$ cat config.mk
export PLATFORM = sky130hd
export DESIGN_NAME = lcd_host_access_sync
export DESIGN_NICKNAME = d
export VERILOG_FILES = /design/src/lcd_host_pkg.sv /design/src/lcd_host_access_sync.sv
export SDC_FILE = /design/constraint.sdc
export NUM_CORES = 1
export LEC_CHECK = 0
export BUFFER_PORTS_ARGS = -buffer_cell sky130_fd_sc_hd__buf_2
export CAP_MARGIN = 20
export CORE_UTILIZATION = 40
export CTS_CLUSTER_SIZE = 20
export DETAILED_ROUTE_END_ITERATION = 8
export PLACE_DENSITY_LB_ADDON = 0.3
export SLEW_MARGIN = 20
export SYNTH_ARGS = -nofsm -noshare
export SYNTH_HDL_FRONTEND = slang
export SYNTH_SLANG_ARGS = --single-unit
export TNS_END_PERCENT = 30
$ cat constraint.sdc
create_clock -name clk_i -period 3.66 [get_ports clk_i]
set_input_delay 0.732 -clock clk_i [delete_from_list [all_inputs] [get_ports clk_i]]
set_output_delay 0.732 -clock clk_i [all_outputs]
set_load 0.05 [all_outputs]
$ cat src/lcd_host_pkg.sv
// Constants and types for the LCD host access and synchronisation block
//
// Summary of operation
// - Host access takes the next host slot; a read pending with a write waits one cycle more
// - Status read drives the status data bit
// - Status high in retrace, low during fetch
// - No display reads during end-of-line retrace
// - Only setup and sleep commands while asleep
// - Memory-write command, then data bytes stored
// - Memory-read command prefetches first byte
// - Each data read prefetches next byte
// - Commands ignored while reset is asserted
// - Panel drive outputs halted during reset
// - Bitmap origin top-left, bits horizontally adjacent
// - Field width up to 16, two-byte rows
// - No spacing; wide pitch needs two bytes
// - Graphics screen takes eight times text memory
// - Memory lines toggle at one third rate
// - Read select low status, high data
// - Write select low data, high command
// - Refresh read cycle lasts nine periods
// - Cursor advances by step after access
package lcd_host_pkg;
  localparam logic [3:0] PHASE_LAST = 4'h8;
  localparam logic [3:0] SLOT_REFRESH = 4'h0;
  localparam logic [3:0] SLOT_HOST = 4'h3;
  localparam logic [3:0] HOST_DONE = 4'h5;
  localparam logic [3:0] SLOT_IDLE = 4'h6;
  localparam logic [3:0] SHIFT_HIGH_END = 4'h4;
  localparam int STATUS_BIT = 6;
  localparam logic [7:0] CMD_SYSTEM_SET = 8'h40;
  localparam logic [7:0] CMD_SLEEP_IN = 8'h41;
  localparam logic [7:0] CMD_CURSOR_WRITE = 8'h42;
  localparam logic [7:0] CMD_CURSOR_DIR = 8'h43;
  localparam logic [7:0] CMD_MEMORY_WRITE = 8'h44;
  localparam logic [7:0] CMD_MEMORY_READ = 8'h45;
  localparam logic [7:0] ADDR_CTRL = 8'h00;
  localparam logic [7:0] ADDR_STATUS = 8'h04;
  localparam logic [7:0] ADDR_CURSOR = 8'h08;
  localparam logic [7:0] ADDR_SCREEN = 8'h0c;
  localparam logic [7:0] ADDR_PROBE = 8'h10;
  localparam int CR_LSB = 0;
  localparam int TCR_LSB = 8;
  localparam int FX_LSB = 16;
  localparam int PITCH_LSB = 24;
  localparam int GFX_BIT = 29;
  localparam logic [31:0] CTRL_RESET = 32'h0808_2f27;
  localparam int ST_RETRACE = 0;
  localparam int ST_SLEEP = 1;
  localparam int ST_TWO_BYTES = 2;
  localparam int ST_MODE_LSB = 8;
  localparam int PROBE_COL_LSB = 16;
  localparam int PROBE_PIX_BIT = 31;
  localparam logic [4:0] ONE_BYTE_PIXELS = 5'h08;
  localparam int GFX_SHIFT = 3;
  localparam logic [15:0] STEP_RESET = 16'h0001;
  typedef struct packed {
    logic cs_n;
    logic rs;
    logic rd_n;
    logic wr_n;
  } host_pins_t;
  localparam host_pins_t PINS_IDLE = 4'hb;
  typedef enum logic [5:0] {
    MODE_IDLE = 6'b000001,
    MODE_WRITE = 6'b000010,
    MODE_READ = 6'b000100,
    MODE_CSRW = 6'b001000,
    MODE_DIR = 6'b010000,
    MODE_SYSSET = 6'b100000
  } mode_t;
endpackage
$ cat src/lcd_host_access_sync.sv
// Host port, display memory sequencing, panel timing and APB registers
//
// The implementer's own choices: the APB slave port and the register offsets.
`timescale 1ns/1ps
`default_nettype none
module lcd_host_access_sync #(
  parameter int TEXT_ROWS = 8,
  parameter int LINES = 64
) (
  input wire logic clk_i,
  input wire logic rst_i,
  input wire logic cs_n_i,
  input wire logic register_select_i,
  input wire logic rd_n_i,
  input wire logic wr_n_i,
  input wire logic [7:0] data_i,
  output logic [7:0] data_o,
  output logic data_oe_o,
  output logic [15:0] vram_addr_o,
  output logic [7:0] vram_wdata_o,
  input wire logic [7:0] vram_rdata_i,
  output logic vram_we_o,
  output logic vram_oe_o,
  output logic panel_shift_clock_o,
  output logic line_latch_pulse_o,
  output logic frame_alternation_signal_o,
  output logic retrace_status_bit_o,
  input wire logic psel_i,
  input wire logic penable_i,
  input wire logic pwrite_i,
  input wire logic [7:0] paddr_i,
  input wire logic [31:0] pwdata_i,
  output logic [31:0] prdata_o,
  output logic pready_o,
  output logic pslverr_o
);
  localparam int LW = $clog2(LINES);

  lcd_host_pkg::host_pins_t pins_s1_reg, pins_s2_reg, pins_prev_reg;
  lcd_host_pkg::mode_t mode_reg;
  logic [7:0] data_s1_reg, data_s2_reg;
  logic sleep_reg, param_idx_reg;
  logic wr_pend_reg, rd_pend_reg, busy_reg, op_wr_reg;
  logic [7:0] wr_buf_reg, rbuf_reg;
  logic [15:0] cursor_reg, step_reg, refresh_addr_reg;
  logic [3:0] phase_reg;
  logic [7:0] char_reg, char_next;
  logic [LW-1:0] line_reg;
  logic retrace_reg;
  logic [31:0] ctrl_reg, probe_reg, rd_mux;
  logic [7:0] cr_w, tcr_w;
  logic [4:0] fx_w, pitch_w;
  logic wr_done, rd_done, cmd_wr, dat_wr, cmd_ok;
  logic host_issue, host_done, refresh_en, two_bytes, apb_acc, mapped;
  logic [7:0] status_byte;
  logic [3:0] probe_col;

  assign cr_w = ctrl_reg[lcd_host_pkg::CR_LSB +: 8];
  assign tcr_w = ctrl_reg[lcd_host_pkg::TCR_LSB +: 8];
  assign fx_w = ctrl_reg[lcd_host_pkg::FX_LSB +: 5];
  assign pitch_w = ctrl_reg[lcd_host_pkg::PITCH_LSB +: 5];

  // Pin synchronisers
  always_ff @(posedge clk_i) begin
    if (rst_i) begin
      pins_s1_reg <= lcd_host_pkg::PINS_IDLE;
      pins_s2_reg <= lcd_host_pkg::PINS_IDLE;
      pins_prev_reg <= lcd_host_pkg::PINS_IDLE;
      data_s1_reg <= 8'h00;
      data_s2_reg <= 8'h00;
    end else begin
      pins_s1_reg <= {cs_n_i, register_select_i, rd_n_i, wr_n_i};
      pins_s2_reg <= pins_s1_reg;
      pins_prev_reg <= pins_s2_reg;
      data_s1_reg <= data_i;
      data_s2_reg <= data_s1_reg;
    end
  end

  // Strobe edges
  assign wr_done = !pins_prev_reg.cs_n && !pins_prev_reg.wr_n && pins_s2_reg.wr_n;
  assign rd_done = !pins_prev_reg.cs_n && pins_prev_reg.rs && !pins_prev_reg.rd_n &&
                   pins_s2_reg.rd_n;
  assign cmd_wr = wr_done && pins_prev_reg.rs;
  assign dat_wr = wr_done && !pins_prev_reg.rs;
  assign cmd_ok = !sleep_reg || data_s2_reg == lcd_host_pkg::CMD_SYSTEM_SET ||
                  data_s2_reg == lcd_host_pkg::CMD_SLEEP_IN;

  // Command decode
  always_ff @(posedge clk_i) begin
    if (rst_i) begin
      mode_reg <= lcd_host_pkg::MODE_IDLE;
      sleep_reg <= 1'b0;
      param_idx_reg <= 1'b0;
    end else if (cmd_wr && cmd_ok) begin
      param_idx_reg <= 1'b0;
      unique case (data_s2_reg)
        lcd_host_pkg::CMD_SYSTEM_SET: begin
          mode_reg <= lcd_host_pkg::MODE_SYSSET;
          sleep_reg <= 1'b0;
        end
        lcd_host_pkg::CMD_SLEEP_IN: begin
          mode_reg <= lcd_host_pkg::MODE_IDLE;
          sleep_reg <= 1'b1;
        end
        lcd_host_pkg::CMD_CURSOR_WRITE: mode_reg <= lcd_host_pkg::MODE_CSRW;
        lcd_host_pkg::CMD_CURSOR_DIR: mode_reg <= lcd_host_pkg::MODE_DIR;
        lcd_host_pkg::CMD_MEMORY_WRITE: mode_reg <= lcd_host_pkg::MODE_WRITE;
        lcd_host_pkg::CMD_MEMORY_READ: mode_reg <= lcd_host_pkg::MODE_READ;
        default: mode_reg <= lcd_host_pkg::MODE_IDLE;
      endcase
    end else if (dat_wr) begin
      param_idx_reg <= 1'b1;
    end
  end

  // Pending host accesses, set wins over issue
  assign host_issue = phase_reg == lcd_host_pkg::SLOT_HOST && (wr_pend_reg || rd_pend_reg);
  assign host_done = busy_reg && phase_reg == lcd_host_pkg::HOST_DONE;
  always_ff @(posedge clk_i) begin
    if (rst_i) begin
      wr_pend_reg <= 1'b0;
      rd_pend_reg <= 1'b0;
      wr_buf_reg <= 8'h00;
    end else begin
      wr_pend_reg <= (wr_pend_reg && !host_issue) ||
                     (dat_wr && mode_reg == lcd_host_pkg::MODE_WRITE);
      rd_pend_reg <= (rd_pend_reg && !(host_issue && !wr_pend_reg)) ||
                     (cmd_wr && cmd_ok && data_s2_reg == lcd_host_pkg::CMD_MEMORY_READ) ||
                     (rd_done && mode_reg == lcd_host_pkg::MODE_READ);
      if (dat_wr && mode_reg == lcd_host_pkg::MODE_WRITE) begin
        wr_buf_reg <= data_s2_reg;
      end
    end
  end

  always_ff @(posedge clk_i) begin
    if (rst_i) begin
      busy_reg <= 1'b0;
      op_wr_reg <= 1'b0;
      rbuf_reg <= 8'h00;
    end else begin
      if (host_issue) begin
        busy_reg <= 1'b1;
        op_wr_reg <= wr_pend_reg;
      end else if (host_done) begin
        busy_reg <= 1'b0;
      end
      if (host_done && !op_wr_reg) begin
        rbuf_reg <= vram_rdata_i;
      end
    end
  end

  // Cursor address and step
  always_ff @(posedge clk_i) begin
    if (rst_i) begin
      cursor_reg <= 16'h0000;
      step_reg <= lcd_host_pkg::STEP_RESET;
    end else begin
      if (dat_wr && mode_reg == lcd_host_pkg::MODE_CSRW) begin
        if (param_idx_reg) begin
          cursor_reg[15:8] <= data_s2_reg;
        end else begin
          cursor_reg[7:0] <= data_s2_reg;
        end
      end else if (host_done) begin
        cursor_reg <= cursor_reg + step_reg;
      end
      if (dat_wr && mode_reg == lcd_host_pkg::MODE_DIR) begin
        step_reg <= {{8{data_s2_reg[7]}}, data_s2_reg};
      end
    end
  end

  // Memory cycle and line timing
  assign char_next = (char_reg == tcr_w) ? 8'h00 : char_reg + 8'h01;
  always_ff @(posedge clk_i) begin
    if (rst_i) begin
      phase_reg <= 4'h0;
      char_reg <= 8'h00;
      line_reg <= '0;
      retrace_reg <= 1'b0;
    end else begin
      phase_reg <= (phase_reg == lcd_host_pkg::PHASE_LAST) ? 4'h0 : phase_reg + 4'h1;
      if (phase_reg == lcd_host_pkg::PHASE_LAST) begin
        char_reg <= char_next;
        retrace_reg <= char_next > cr_w;
        if (char_next == 8'h00) begin
          line_reg <= (line_reg == LW'(LINES - 1)) ? '0 : line_reg + LW'(1);
        end
      end
    end
  end

  // Panel drive, held low in reset
  always_ff @(posedge clk_i) begin
    if (rst_i) begin
      panel_shift_clock_o <= 1'b0;
      line_latch_pulse_o <= 1'b0;
      frame_alternation_signal_o <= 1'b0;
    end else begin
      panel_shift_clock_o <= phase_reg < lcd_host_pkg::SHIFT_HIGH_END;
      if (phase_reg == lcd_host_pkg::PHASE_LAST) begin
        line_latch_pulse_o <= char_next == cr_w + 8'h01;
        if (char_next == 8'h00 && line_reg == LW'(LINES - 1)) begin
          frame_alternation_signal_o <= !frame_alternation_signal_o;
        end
      end
    end
  end

  // Display memory bus
  assign refresh_en = !retrace_reg && !sleep_reg;
  always_ff @(posedge clk_i) begin
    if (rst_i) begin
      vram_addr_o <= 16'h0000;
      vram_wdata_o <= 8'h00;
      vram_we_o <= 1'b0;
      vram_oe_o <= 1'b0;
      refresh_addr_reg <= 16'h0000;
    end else if (phase_reg == lcd_host_pkg::SLOT_REFRESH) begin
      vram_addr_o <= refresh_addr_reg;
      vram_oe_o <= refresh_en;
      vram_we_o <= 1'b0;
      if (char_reg == 8'h00 && line_reg == '0) begin
        refresh_addr_reg <= 16'h0001;
      end else if (refresh_en) begin
        refresh_addr_reg <= refresh_addr_reg + 16'h0001;
      end
    end else if (phase_reg == lcd_host_pkg::SLOT_HOST) begin
      vram_addr_o <= cursor_reg;
      vram_wdata_o <= wr_buf_reg;
      vram_we_o <= host_issue && wr_pend_reg;
      vram_oe_o <= host_issue && !wr_pend_reg;
    end else if (phase_reg == lcd_host_pkg::SLOT_IDLE) begin
      vram_we_o <= 1'b0;
      vram_oe_o <= 1'b0;
    end
  end

  // Host read data and status
  always_comb begin
    status_byte = 8'h00;
    status_byte[lcd_host_pkg::STATUS_BIT] = retrace_reg;
  end
  always_ff @(posedge clk_i) begin
    if (rst_i) begin
      data_o <= 8'h00;
      data_oe_o <= 1'b0;
      retrace_status_bit_o <= 1'b0;
    end else begin
      data_oe_o <= !pins_s2_reg.cs_n && !pins_s2_reg.rd_n;
      data_o <= pins_s2_reg.rs ? rbuf_reg : status_byte;
      retrace_status_bit_o <= retrace_reg;
    end
  end

  // Bitmap layout and memory sizing
  assign two_bytes = fx_w > lcd_host_pkg::ONE_BYTE_PIXELS ||
                     pitch_w > lcd_host_pkg::ONE_BYTE_PIXELS;
  assign probe_col = probe_reg[lcd_host_pkg::PROBE_COL_LSB +: 4];
  always_comb begin
    mapped = 1'b1;
    rd_mux = 32'h0000_0000;
    unique case (paddr_i)
      lcd_host_pkg::ADDR_CTRL: rd_mux = ctrl_reg;
      lcd_host_pkg::ADDR_STATUS: begin
        rd_mux[lcd_host_pkg::ST_RETRACE] = retrace_reg;
        rd_mux[lcd_host_pkg::ST_SLEEP] = sleep_reg;
        rd_mux[lcd_host_pkg::ST_TWO_BYTES] = two_bytes;
        rd_mux[lcd_host_pkg::ST_MODE_LSB +: 6] = mode_reg;
      end
      lcd_host_pkg::ADDR_CURSOR: rd_mux[15:0] = cursor_reg;
      lcd_host_pkg::ADDR_SCREEN: begin
        rd_mux = (32'(cr_w) + 32'h1) * 32'(TEXT_ROWS);
        if (ctrl_reg[lcd_host_pkg::GFX_BIT]) begin
          rd_mux = rd_mux << lcd_host_pkg::GFX_SHIFT;
        end
      end
      lcd_host_pkg::ADDR_PROBE: begin
        rd_mux = probe_reg;
        rd_mux[lcd_host_pkg::PROBE_PIX_BIT] = probe_reg[4'hf - probe_col];
      end
      default: mapped = 1'b0;
    endcase
  end

  // APB slave, one wait state
  assign apb_acc = psel_i && penable_i;
  always_ff @(posedge clk_i) begin
    if (rst_i) begin
      pready_o <= 1'b0;
      prdata_o <= 32'h0000_0000;
      pslverr_o <= 1'b0;
    end else begin
      pready_o <= apb_acc && !pready_o;
      if (apb_acc && !pready_o) begin
        prdata_o <= pwrite_i ? 32'h0000_0000 : rd_mux;
        pslverr_o <= !mapped;
      end
    end
  end
  always_ff @(posedge clk_i) begin
    if (rst_i) begin
      ctrl_reg <= lcd_host_pkg::CTRL_RESET;
      probe_reg <= 32'h0000_0000;
    end else if (apb_acc && pready_o && pwrite_i) begin
      if (paddr_i == lcd_host_pkg::ADDR_CTRL) begin
        ctrl_reg <= pwdata_i;
      end
      if (paddr_i == lcd_host_pkg::ADDR_PROBE) begin
        probe_reg <= {12'h000, pwdata_i[19:0]};
      end
    end
  end
endmodule
`default_nettype wire

==> metrics.txt, run 1 <==
status completed; Tcrit/Tclk final 0.790; worst hold path cell count 2; Post-DP HPWL between 20 and 25 mm; final hold violation count 0; Clock Latency Late Sink between 0.5 and 0.6 ns; hold path startpoint cs_n_i; M2 GR Usage 0.348; 1st-iter DRT viols 894; crit path max fanout 11; Root Driver clkbuf_16; wire length of the first global-routing pass 50.2 mm; Cell Pwr Density 436 nW/um^2; Yosys top cell area share 0.432; Syn Area/Cell between 8 and 9 sq um; Reg clk slew, reported paths 0.05 ns; Initial Util 0.411; routed wire length around 31 mm; sum of negative setup slack 0 ns; slew margin rel. 0.258; most common cell in the netlist dfxtp_1; vias a little under 10000; initial antenna violation count 0; Startpoint Class flip-flop; XOR/XNOR Fraction of Synth Area 0.0362; CTS H-Tree Depth 1; Area growth, synth to finish 16.9%; hold slack 0.390 ns; R2R cell count 12; worst slew pin tran between 1 and 1.5 ns; DR DRC count 0; most frequent cells after synthesis dfxtp_1 (240), nand2_1 (207), nor2_1 (153); fin. max-slew vios 0; Synth Area in Adders 0.0389; pin count of the biggest net entering global routing 97; RSZ-0062 raised after global routing false; mux cell area share after synthesis 0.0526; Worst EP arrival 3.28 ns; Max VDD drop around 0.00034 V; Worst Hold Endpoint pins_s1_reg[3]; sequential element share of the synthesized area 0.432; Fmax 346 MHz; count of input and output buffers 137; Synth Area in Compound Gates 0.167; Nets 1526; final setup fails 0; GR Overflow Total 0; Layout Cells excl Fill around 1800; met3 Track Usage GR 0.0367; met1 Usage GRT 0.299; Die Area approximately 28000 sq um; Antenna Cells 0; P_leak approximately 0.0052 uW; FF+latch count, synth 240; GPL Wtd Cong between 0.9 and 1; main area contributors after synthesis dfxtp_1 (43%), nand2_1 (7.0%), nor2_1 (5.2%), a21oi_1 (4.9%), mux2i_1 (4.0%); postcts setup bufs 0; Reg-to-Reg End retrace_reg; Syn Nets about 1400; filler instances 2666; Via density 5.43; min Tclk post-route just under 3 ns; cell row count 60; EDFF count, synth 0; Async SR Flop Fraction 0; CTS max path bufs 3; busiest grt layer met2; final non-filler cell area between 10000 and 15000 sq um; vias in the first global route between 9000 and 10000; Setup CP Type flip-flop to flip-flop; CORE AREA 27100 sq um; clock skew 0.0183 ns; Syn. warnings 0; CTS tree built; worst min path class input port to flip-flop; Synth cell types 73; largest family of logic cells by synthesized area simple AND/OR/NAND/NOR gates; Die Height roughly 170 um; CP required 4.05 ns; hold buffers post-CTS 0; TritonCTS buffer count 27; Cell Area, Synth 11100 sq um; post-CTS resize count 0; DP Cell Count approximately 1800; max-capacitance violation count 0; post-synth top area cell dfxtp_1; fraction of layout cells with a size suffix above 1 0.153; wire per inst approximately 17 um; Post-synth top flop dfxtp_1; I/O pin count 138; reg-to-reg slack, setup 0.77 ns; Antenna Nets Post-Route 0; post-synthesis cell count roughly 1300; overall global routing resource usage 0.218; clock sink total 240; Simple-Gate Fraction of Synth Area 0.235; reg2reg start char_reg[3]; placed cell area 12100 sq um; crit end category flip-flop; die width about 170 um; TritonRoute pass-1 iters 7
power by group:
| group | leakage [uW] | internal (uW) | switching, uW |
|---|---|---|---|
| Clock | 0.000439 | 1690 | 1070 |
| Sequential | 0.00194 | 2640 | 21.3 |
| Combinational | 0.00283 | 78.7 | 172 |
| Total | 0.00521 | 4410 | 1260 |
placed cells by master (no fill, tap or decap), types with 25 or more instances in the layout:
| cell type | netlist | routed |
|---|---|---|
| a21oi_1 | 110 | 110 |
| a22oi_1 | 28 | 28 |
| buf_2 | 4 | 136 |
| clkbuf_16 | 0 | 27 |
| dfxtp_1 | 240 | 240 |
| ha_1 | 33 | 33 |
| inv_1 | 27 | 27 |
| mux2i_1 | 45 | 45 |
| nand2_1 | 207 | 207 |
| nand3_1 | 38 | 38 |
| nor2_1 | 153 | 153 |
| nor2b_1 | 29 | 29 |
| o21ai_0 | 41 | 41 |
| xnor2_1 | 25 | 25 |
per-stage QoR:
step | total power [uW] | setup WS (ns) | util
floorplan | 2850 | 1.18 | -
global placement | 2960 | 0.904 | 0.447
detailed placement | 2960 | 0.804 | 0.447
CTS | 5720 | 0.788 | 0.480
global route | 5850 | 0.513 | 0.480
finish | 5670 | 0.767 | 0.480
worst max-delay path by stage:
stage	from	to	slack, ns
3_5_place_dp	char_reg[3]	retrace_reg	0.80
5_1_grt	char_reg[3]	retrace_reg	0.51
4_1_cts	char_reg[3]	retrace_reg	0.79
6_report	char_reg[3]	retrace_reg	0.77
2_1_floorplan	paddr_i[0]	ctrl_reg[0]	1.18
3_3_place_gp	char_reg[1]	retrace_reg	0.90
cells by family (layout without fill, tap and decap cells):
kind of cell | after synthesis | after routing
and+or+nand+nor | 562 | 562
AOI/OAI and AO/OA | 283 | 283
DFF | 240 | 240
buffers and inverters | 105 | 228
muxes | 52 | 52
xor gates and xnor gates | 46 | 46
adders and majority gates | 34 | 34
critical path, cell delays in order, from the launching register on:
cell and delay, ns:
dfxtp_1 0.58, xor2_1 0.12, nor4_1 0.37, nand2_1 0.31
and2_1 0.27, ha_1 0.30, nor2b_1 0.13, o21a_1 0.16
o21a_1 0.15, o21ai_0 0.13, nand3b_1 0.09, nand3_1 0.07
a21oi_1 0.06
per-layer routing:
metal / up-vias / part of all wire / wire [um]
met5: - / 0 / 0
met4: 0 / 0.026 / 824
met3: 47 / 0.062 / 1930
met2: 281 / 0.45 / 14200
met1: 4665 / 0.46 / 14400
li1: 4866 / - / -
layout make-up:
class	instances	area [sq um]	area share
multi-input cells	977	5910	0.454
repair buffers	153	825	0.0634
clock inverters	10	156	0.0120
flip-flops and latches	240	4800	0.369
well taps	372	465	0.0358
clock buffers	37	743	0.0571
inverters	28	105	0.00808
Note: power is estimated with default switching activity, not from simulation.
==> run 2: changes to the inputs <==
==> constraint.sdc (replaced) <==
create_clock -name clk_i -period 2.6 [get_ports clk_i]
set_input_delay 0.52 -clock clk_i [delete_from_list [all_inputs] [get_ports clk_i]]
set_output_delay 0.52 -clock clk_i [all_outputs]
set_load 0.05 [all_outputs]
==> metrics.txt, run 2 (synthesis gave the netlist of run 1 again) <==
status completed; reg-to-reg slack, setup 0.15 ns; CP max stage delay slightly above 0.5 ns; initial antenna violation count 0; Worst EP arrival 2.93 ns; crit end category flip-flop; fraction of layout cells with a size suffix above 1 0.180; CTS max path bufs 3; Area growth, synth to finish 19.3%; clock sink total between 200 and 250; Crit. Startpoint char_reg[0]; Clock Latency Late Sink around 0.55 ns; Core Util, Final 0.490; Fmax between 400 and 500 MHz; Worst Path Buf+Inv 1; Multi-input gate area between 5000 and 6000 sq um; final setup fails 0; Max VDD drop approximately 0.00046 V; most common cell after layout, fill and taps aside dfxtp_1; wire per inst 17.5 um; worst setup path endpoint line_reg[3]; wire length of the first global-routing pass 51.3 mm; Layout Cells excl Fill 1852; 1st-iter DRT viols 949; vias 10100; min Tclk post-route about 2.5 ns; vias in the first global route roughly 9600; P_leak between 0.005 and 0.006 uW; Tcrit/Tclk final 0.944; CTS H-Tree Depth 1; Reg-to-Reg End line_reg[3]; TritonRoute pass-1 iters 5; worst min path class input port to flip-flop; die width 169 um; Via density about 5.5; reg2reg start char_reg[0]; Tot Pwr about 7900 uW; cell row count 60; Setup CP Type flip-flop to flip-flop; CORE AREA 27100 sq um; slew margin rel. 0.498; worst slew pin tran about 0.75 ns; R2R cell count 7; most frequent cells in the layout dfxtp_1 (238), nand2_1 (207), nor2_1 (153), buf_2 (136), a21oi_1 (110); Root Driver clkbuf_16; Antenna Cells 0; Die Area 28500 sq um; critical path's top delay family simple AND/OR/NAND/NOR gates; Critical Path Stages 7; I/O pin count 138; pin count of the biggest net entering global routing 87; filler instances around 2600; DP Cell Count between 1500 and 2000; Post-DP HPWL roughly 23 mm; Crit-path slowest cell or4b_1; Cell Pwr Density 596 nW/um^2; postcts setup bufs 0; GR Overflow Total 0; TritonCTS buffer count 27; Antenna Nets Post-Route 0; clock skew about 0.024 ns; count of input and output buffers approximately 140; Initial Util 0.411; DR DRC count 0; Die Height about 170 um; CP cell instances inv_1, ha_1, nand3b_1, o41ai_4, nand2_2, or4b_1, a21oi_1; max-capacitance violation count 0; sum of negative setup slack 0 ns; final hold violation count 0; routed wire length 32.3 mm; GPL Wtd Cong 0.921; RSZ-0062 raised after global routing false; Reg clk slew, reported paths 0.06 ns; Register Area 4810 sq um; Nets 1559; crit path max fanout 5; CP required 3.08 ns; Startpoint Class flip-flop; fin. max-slew vios 0; CTS tree built; overall global routing resource usage 0.224
==> run 2: changes by cell type in the layout (fill, tap and decap cells not counted), moves of 3 or more <==
cell / delta
buf_4: +32
clkbuf_1: -3
o21ai_0: -3
o21ai_1: +3
==> run 2: how the worst min path moves through the flow <==
stage	start	end	slack [ns]	cells past startpoint
after floorplan	pins_s1_reg[0]	pins_s2_reg[0]	0.39	1
after global placement	pins_s1_reg[0]	pins_s2_reg[0]	0.40	1
after detailed placement	pins_s1_reg[1]	pins_s2_reg[1]	0.40	1
after CTS	wr_n_i	pins_s1_reg[0]	0.14	2
after global routing	wr_n_i	pins_s1_reg[0]	0.15	2
final	wr_n_i	pins_s1_reg[0]	0.16	2
==> run 2: area by class of cell <==
type / count / area share
inverter: 28 / 0.00792
timing repair buffer: 186 / 0.0817
multi-input combinational: 977 / 0.446
clock inverter: 13 / 0.00980
clock buffer: 36 / 0.0572
tap: 372 / 0.0351
sequential: 240 / 0.362
==> run 2: report_power, final <==
| group | switching (uW) | total (uW) | internal [uW] |
|---|---|---|---|
| logic | 249 | 369 | 121 |
| clock network | 1560 | 3810 | 2250 |
| registers | 25.5 | 3730 | 3710 |
| total | 1840 | 7910 | 6080 |
==> run 2: repair_timing <==
action	CTS	global route
hold buffers	0	0
endpoints found under the hold margin	0	0
endpoints found under the setup margin	1	5
pin swaps	0	2
gates resized for setup	1	10
gates cloned	0	0
==> run 2: layer usage <==
metal / track usage / up-vias / wire, um
li1: - / 4930 / -
met1: 0.313 / 4763 / 14500
met2: 0.348 / 382 / 14300
met3: 0.0376 / 61 / 2620
met4: 0.0767 / 0 / 978
met5: 0 / - / 0
==> run 2: through the flow <==
stage | hold slack [ns] | instance area (sq um) | setup WS [ns]
after floorplan | 0.389 | 11100 | 0.164
after global placement | 0.396 | 12400 | 0.110
after detailed placement | 0.399 | 12400 | -0.00287
after CTS | 0.142 | 13300 | 0.0265
after global routing | 0.154 | 13300 | 0.00595
final | 0.159 | 13300 | 0.146
==> run 3: changes to the inputs <==
--- a/config.mk
+++ b/config.mk
@@ -7,11 +7,13 @@
 export LEC_CHECK = 0
 export BUFFER_PORTS_ARGS = -buffer_cell sky130_fd_sc_hd__buf_2
 export CAP_MARGIN = 20
+export CORE_ASPECT_RATIO = 1.25
 export CORE_UTILIZATION = 40
 export CTS_CLUSTER_SIZE = 20
 export DETAILED_ROUTE_END_ITERATION = 8
 export PLACE_DENSITY_LB_ADDON = 0.3
-export SLEW_MARGIN = 20
+export SKIP_CTS_REPAIR_TIMING = 1
+export SLEW_MARGIN = 10
 export SYNTH_ARGS = -nofsm -noshare
 export SYNTH_HDL_FRONTEND = slang
 export SYNTH_SLANG_ARGS = --single-unit
==> metrics.txt, run 3 (synthesis gave the netlist of run 1 again) <==
GR Overflow Total 0; Cell Pwr Density 601 nW/um^2; Critical Path Stages 6; Tcrit/Tclk final 0.945; final non-filler cell area between 10000 and 15000 sq um; TritonRoute pass-1 iters 5; CTS tree built; worst min path class input port to flip-flop; slew margin rel. 0.512; 1st-iter DRT viols around 710; sum of negative setup slack 0 ns; wire length of the first global-routing pass roughly 50 mm; Antenna Nets Post-Route 0; reg-to-reg slack, setup between 0.1 and 0.15 ns; DR DRC count 0; Startpoint Class flip-flop; DP Cell Count 1792; final hold violation count 0; Worst Path Buf+Inv 0; clock sink total 240; CP required approximately 3.0 ns; reg2reg start mode_reg[0]; die width 151 um; clock skew ~0.0086 ns; Nets about 1600; CTS max path bufs 3; count of input and output buffers between 100 and 150; crit end category flip-flop; TritonCTS buffer count 26; vias about 10000; placed cell area 12500 sq um; Initial Util 0.411; wire per inst approximately 18 um; CP cell instances or4b_1, or4_4, o21ai_4, o311ai_0, o21ai_0, nor2_1; fin. max-slew vios 0; Max VDD drop 0.000510 V; fraction of layout cells with a size suffix above 1 0.195; GPL Wtd Cong between 0.9 and 1; Antenna Cells 0; Crit. Startpoint mode_reg[0]; Setup CP Type flip-flop to flip-flop; final setup fails 0; worst slew pin tran between 0.7 and 0.8 ns; initial antenna violation count 0; routed wire length between 30 and 40 mm; Worst EP arrival approximately 2.9 ns; Reg clk slew, reported paths roughly 0.06 ns; CORE AREA around 27000 sq um; most common cell after layout, fill and taps aside dfxtp_1; P_leak around 0.0055 uW; Post-DP HPWL 24.6 mm; I/O pin count 138; CP max stage delay 0.60 ns; cell row count 67; Die Area 28500 sq um; most frequent cells in the layout dfxtp_1 (235), nand2_1 (206), nor2_1 (153), buf_2 (136), a21oi_1 (110); status completed; Fmax 407 MHz; hold path startpoint cs_n_i; worst hold path cell count 2; Die Height roughly 190 um; crit path max fanout 16; Root Driver clkbuf_16; Area growth, synth to finish 20.8%; max-capacitance violation count 0; hold slack ~0.17 ns; Reg-to-Reg End cursor_reg[4]; min Tclk post-route 2.46 ns; Worst Hold Endpoint pins_s1_reg[3]; critical path's top delay family simple AND/OR/NAND/NOR gates; vias in the first global route between 9000 and 10000; Crit-path slowest cell or4b_1; overall global routing resource usage 0.229; Clock Latency Late Sink between 0.5 and 0.6 ns; R2R cell count 6; Layout Cells excl Fill between 1500 and 2000; pin count of the biggest net entering global routing 77; Via density around 5.5; CTS H-Tree Depth 1
-- run 3: final cells by class --
cell class	count	area [sq um]
timing repair buffer	204	1220
tap	345	432
clock buffer	33	758
multi-input combinational	977	5950
fill	2615	13600
clock inverter	12	169
sequential	240	4810
inverter	28	105
-- run 3: worst register-to-register path: cells and delay by family (launching register included) --
| family | cells | cell delay, ns |
|---|---|---|
| and+or+nand+nor | 3 | 1.22 |
| AOI/OAI and AO/OA | 3 | 0.74 |
| DFF | 1 | 0.37 |
-- run 3: power by group --
part	internal, uW	switching (uW)	total [uW]
sequential	3710	21.4	3730
clock	2440	1520	3970
combinational	123	253	376
-- run 3: worst max-delay path by stage --
stage / to / slack (ns)
finish: cursor_reg[4] / 0.14
global route: retrace_reg / -0.002
CTS: cursor_reg[14] / -0.005
detailed placement: cursor_reg[14] / 0.02
global placement: retrace_reg / 0.09
floorplan: cursor_reg[14] / 0.16
-- run 3: layer usage --
layer,global-route usage,vias up,share of wire
met5,0,-,0
met4,0.100,0,0.042
met3,0.0344,79,0.058
met2,0.393,323,0.48
met1,0.280,4724,0.42
li1,-,4963,-
-- run 3: metrics by stage --
stage	power (uW)	setup WS, ns	util
6_report	8070	0.142	0.497
5_1_grt	8330	-0.00192	0.497
4_1_cts	8140	-0.00521	0.494
3_5_place_dp	4190	0.0221	0.460
3_3_place_gp	4190	0.0866	0.460
2_1_floorplan	4010	0.164	-
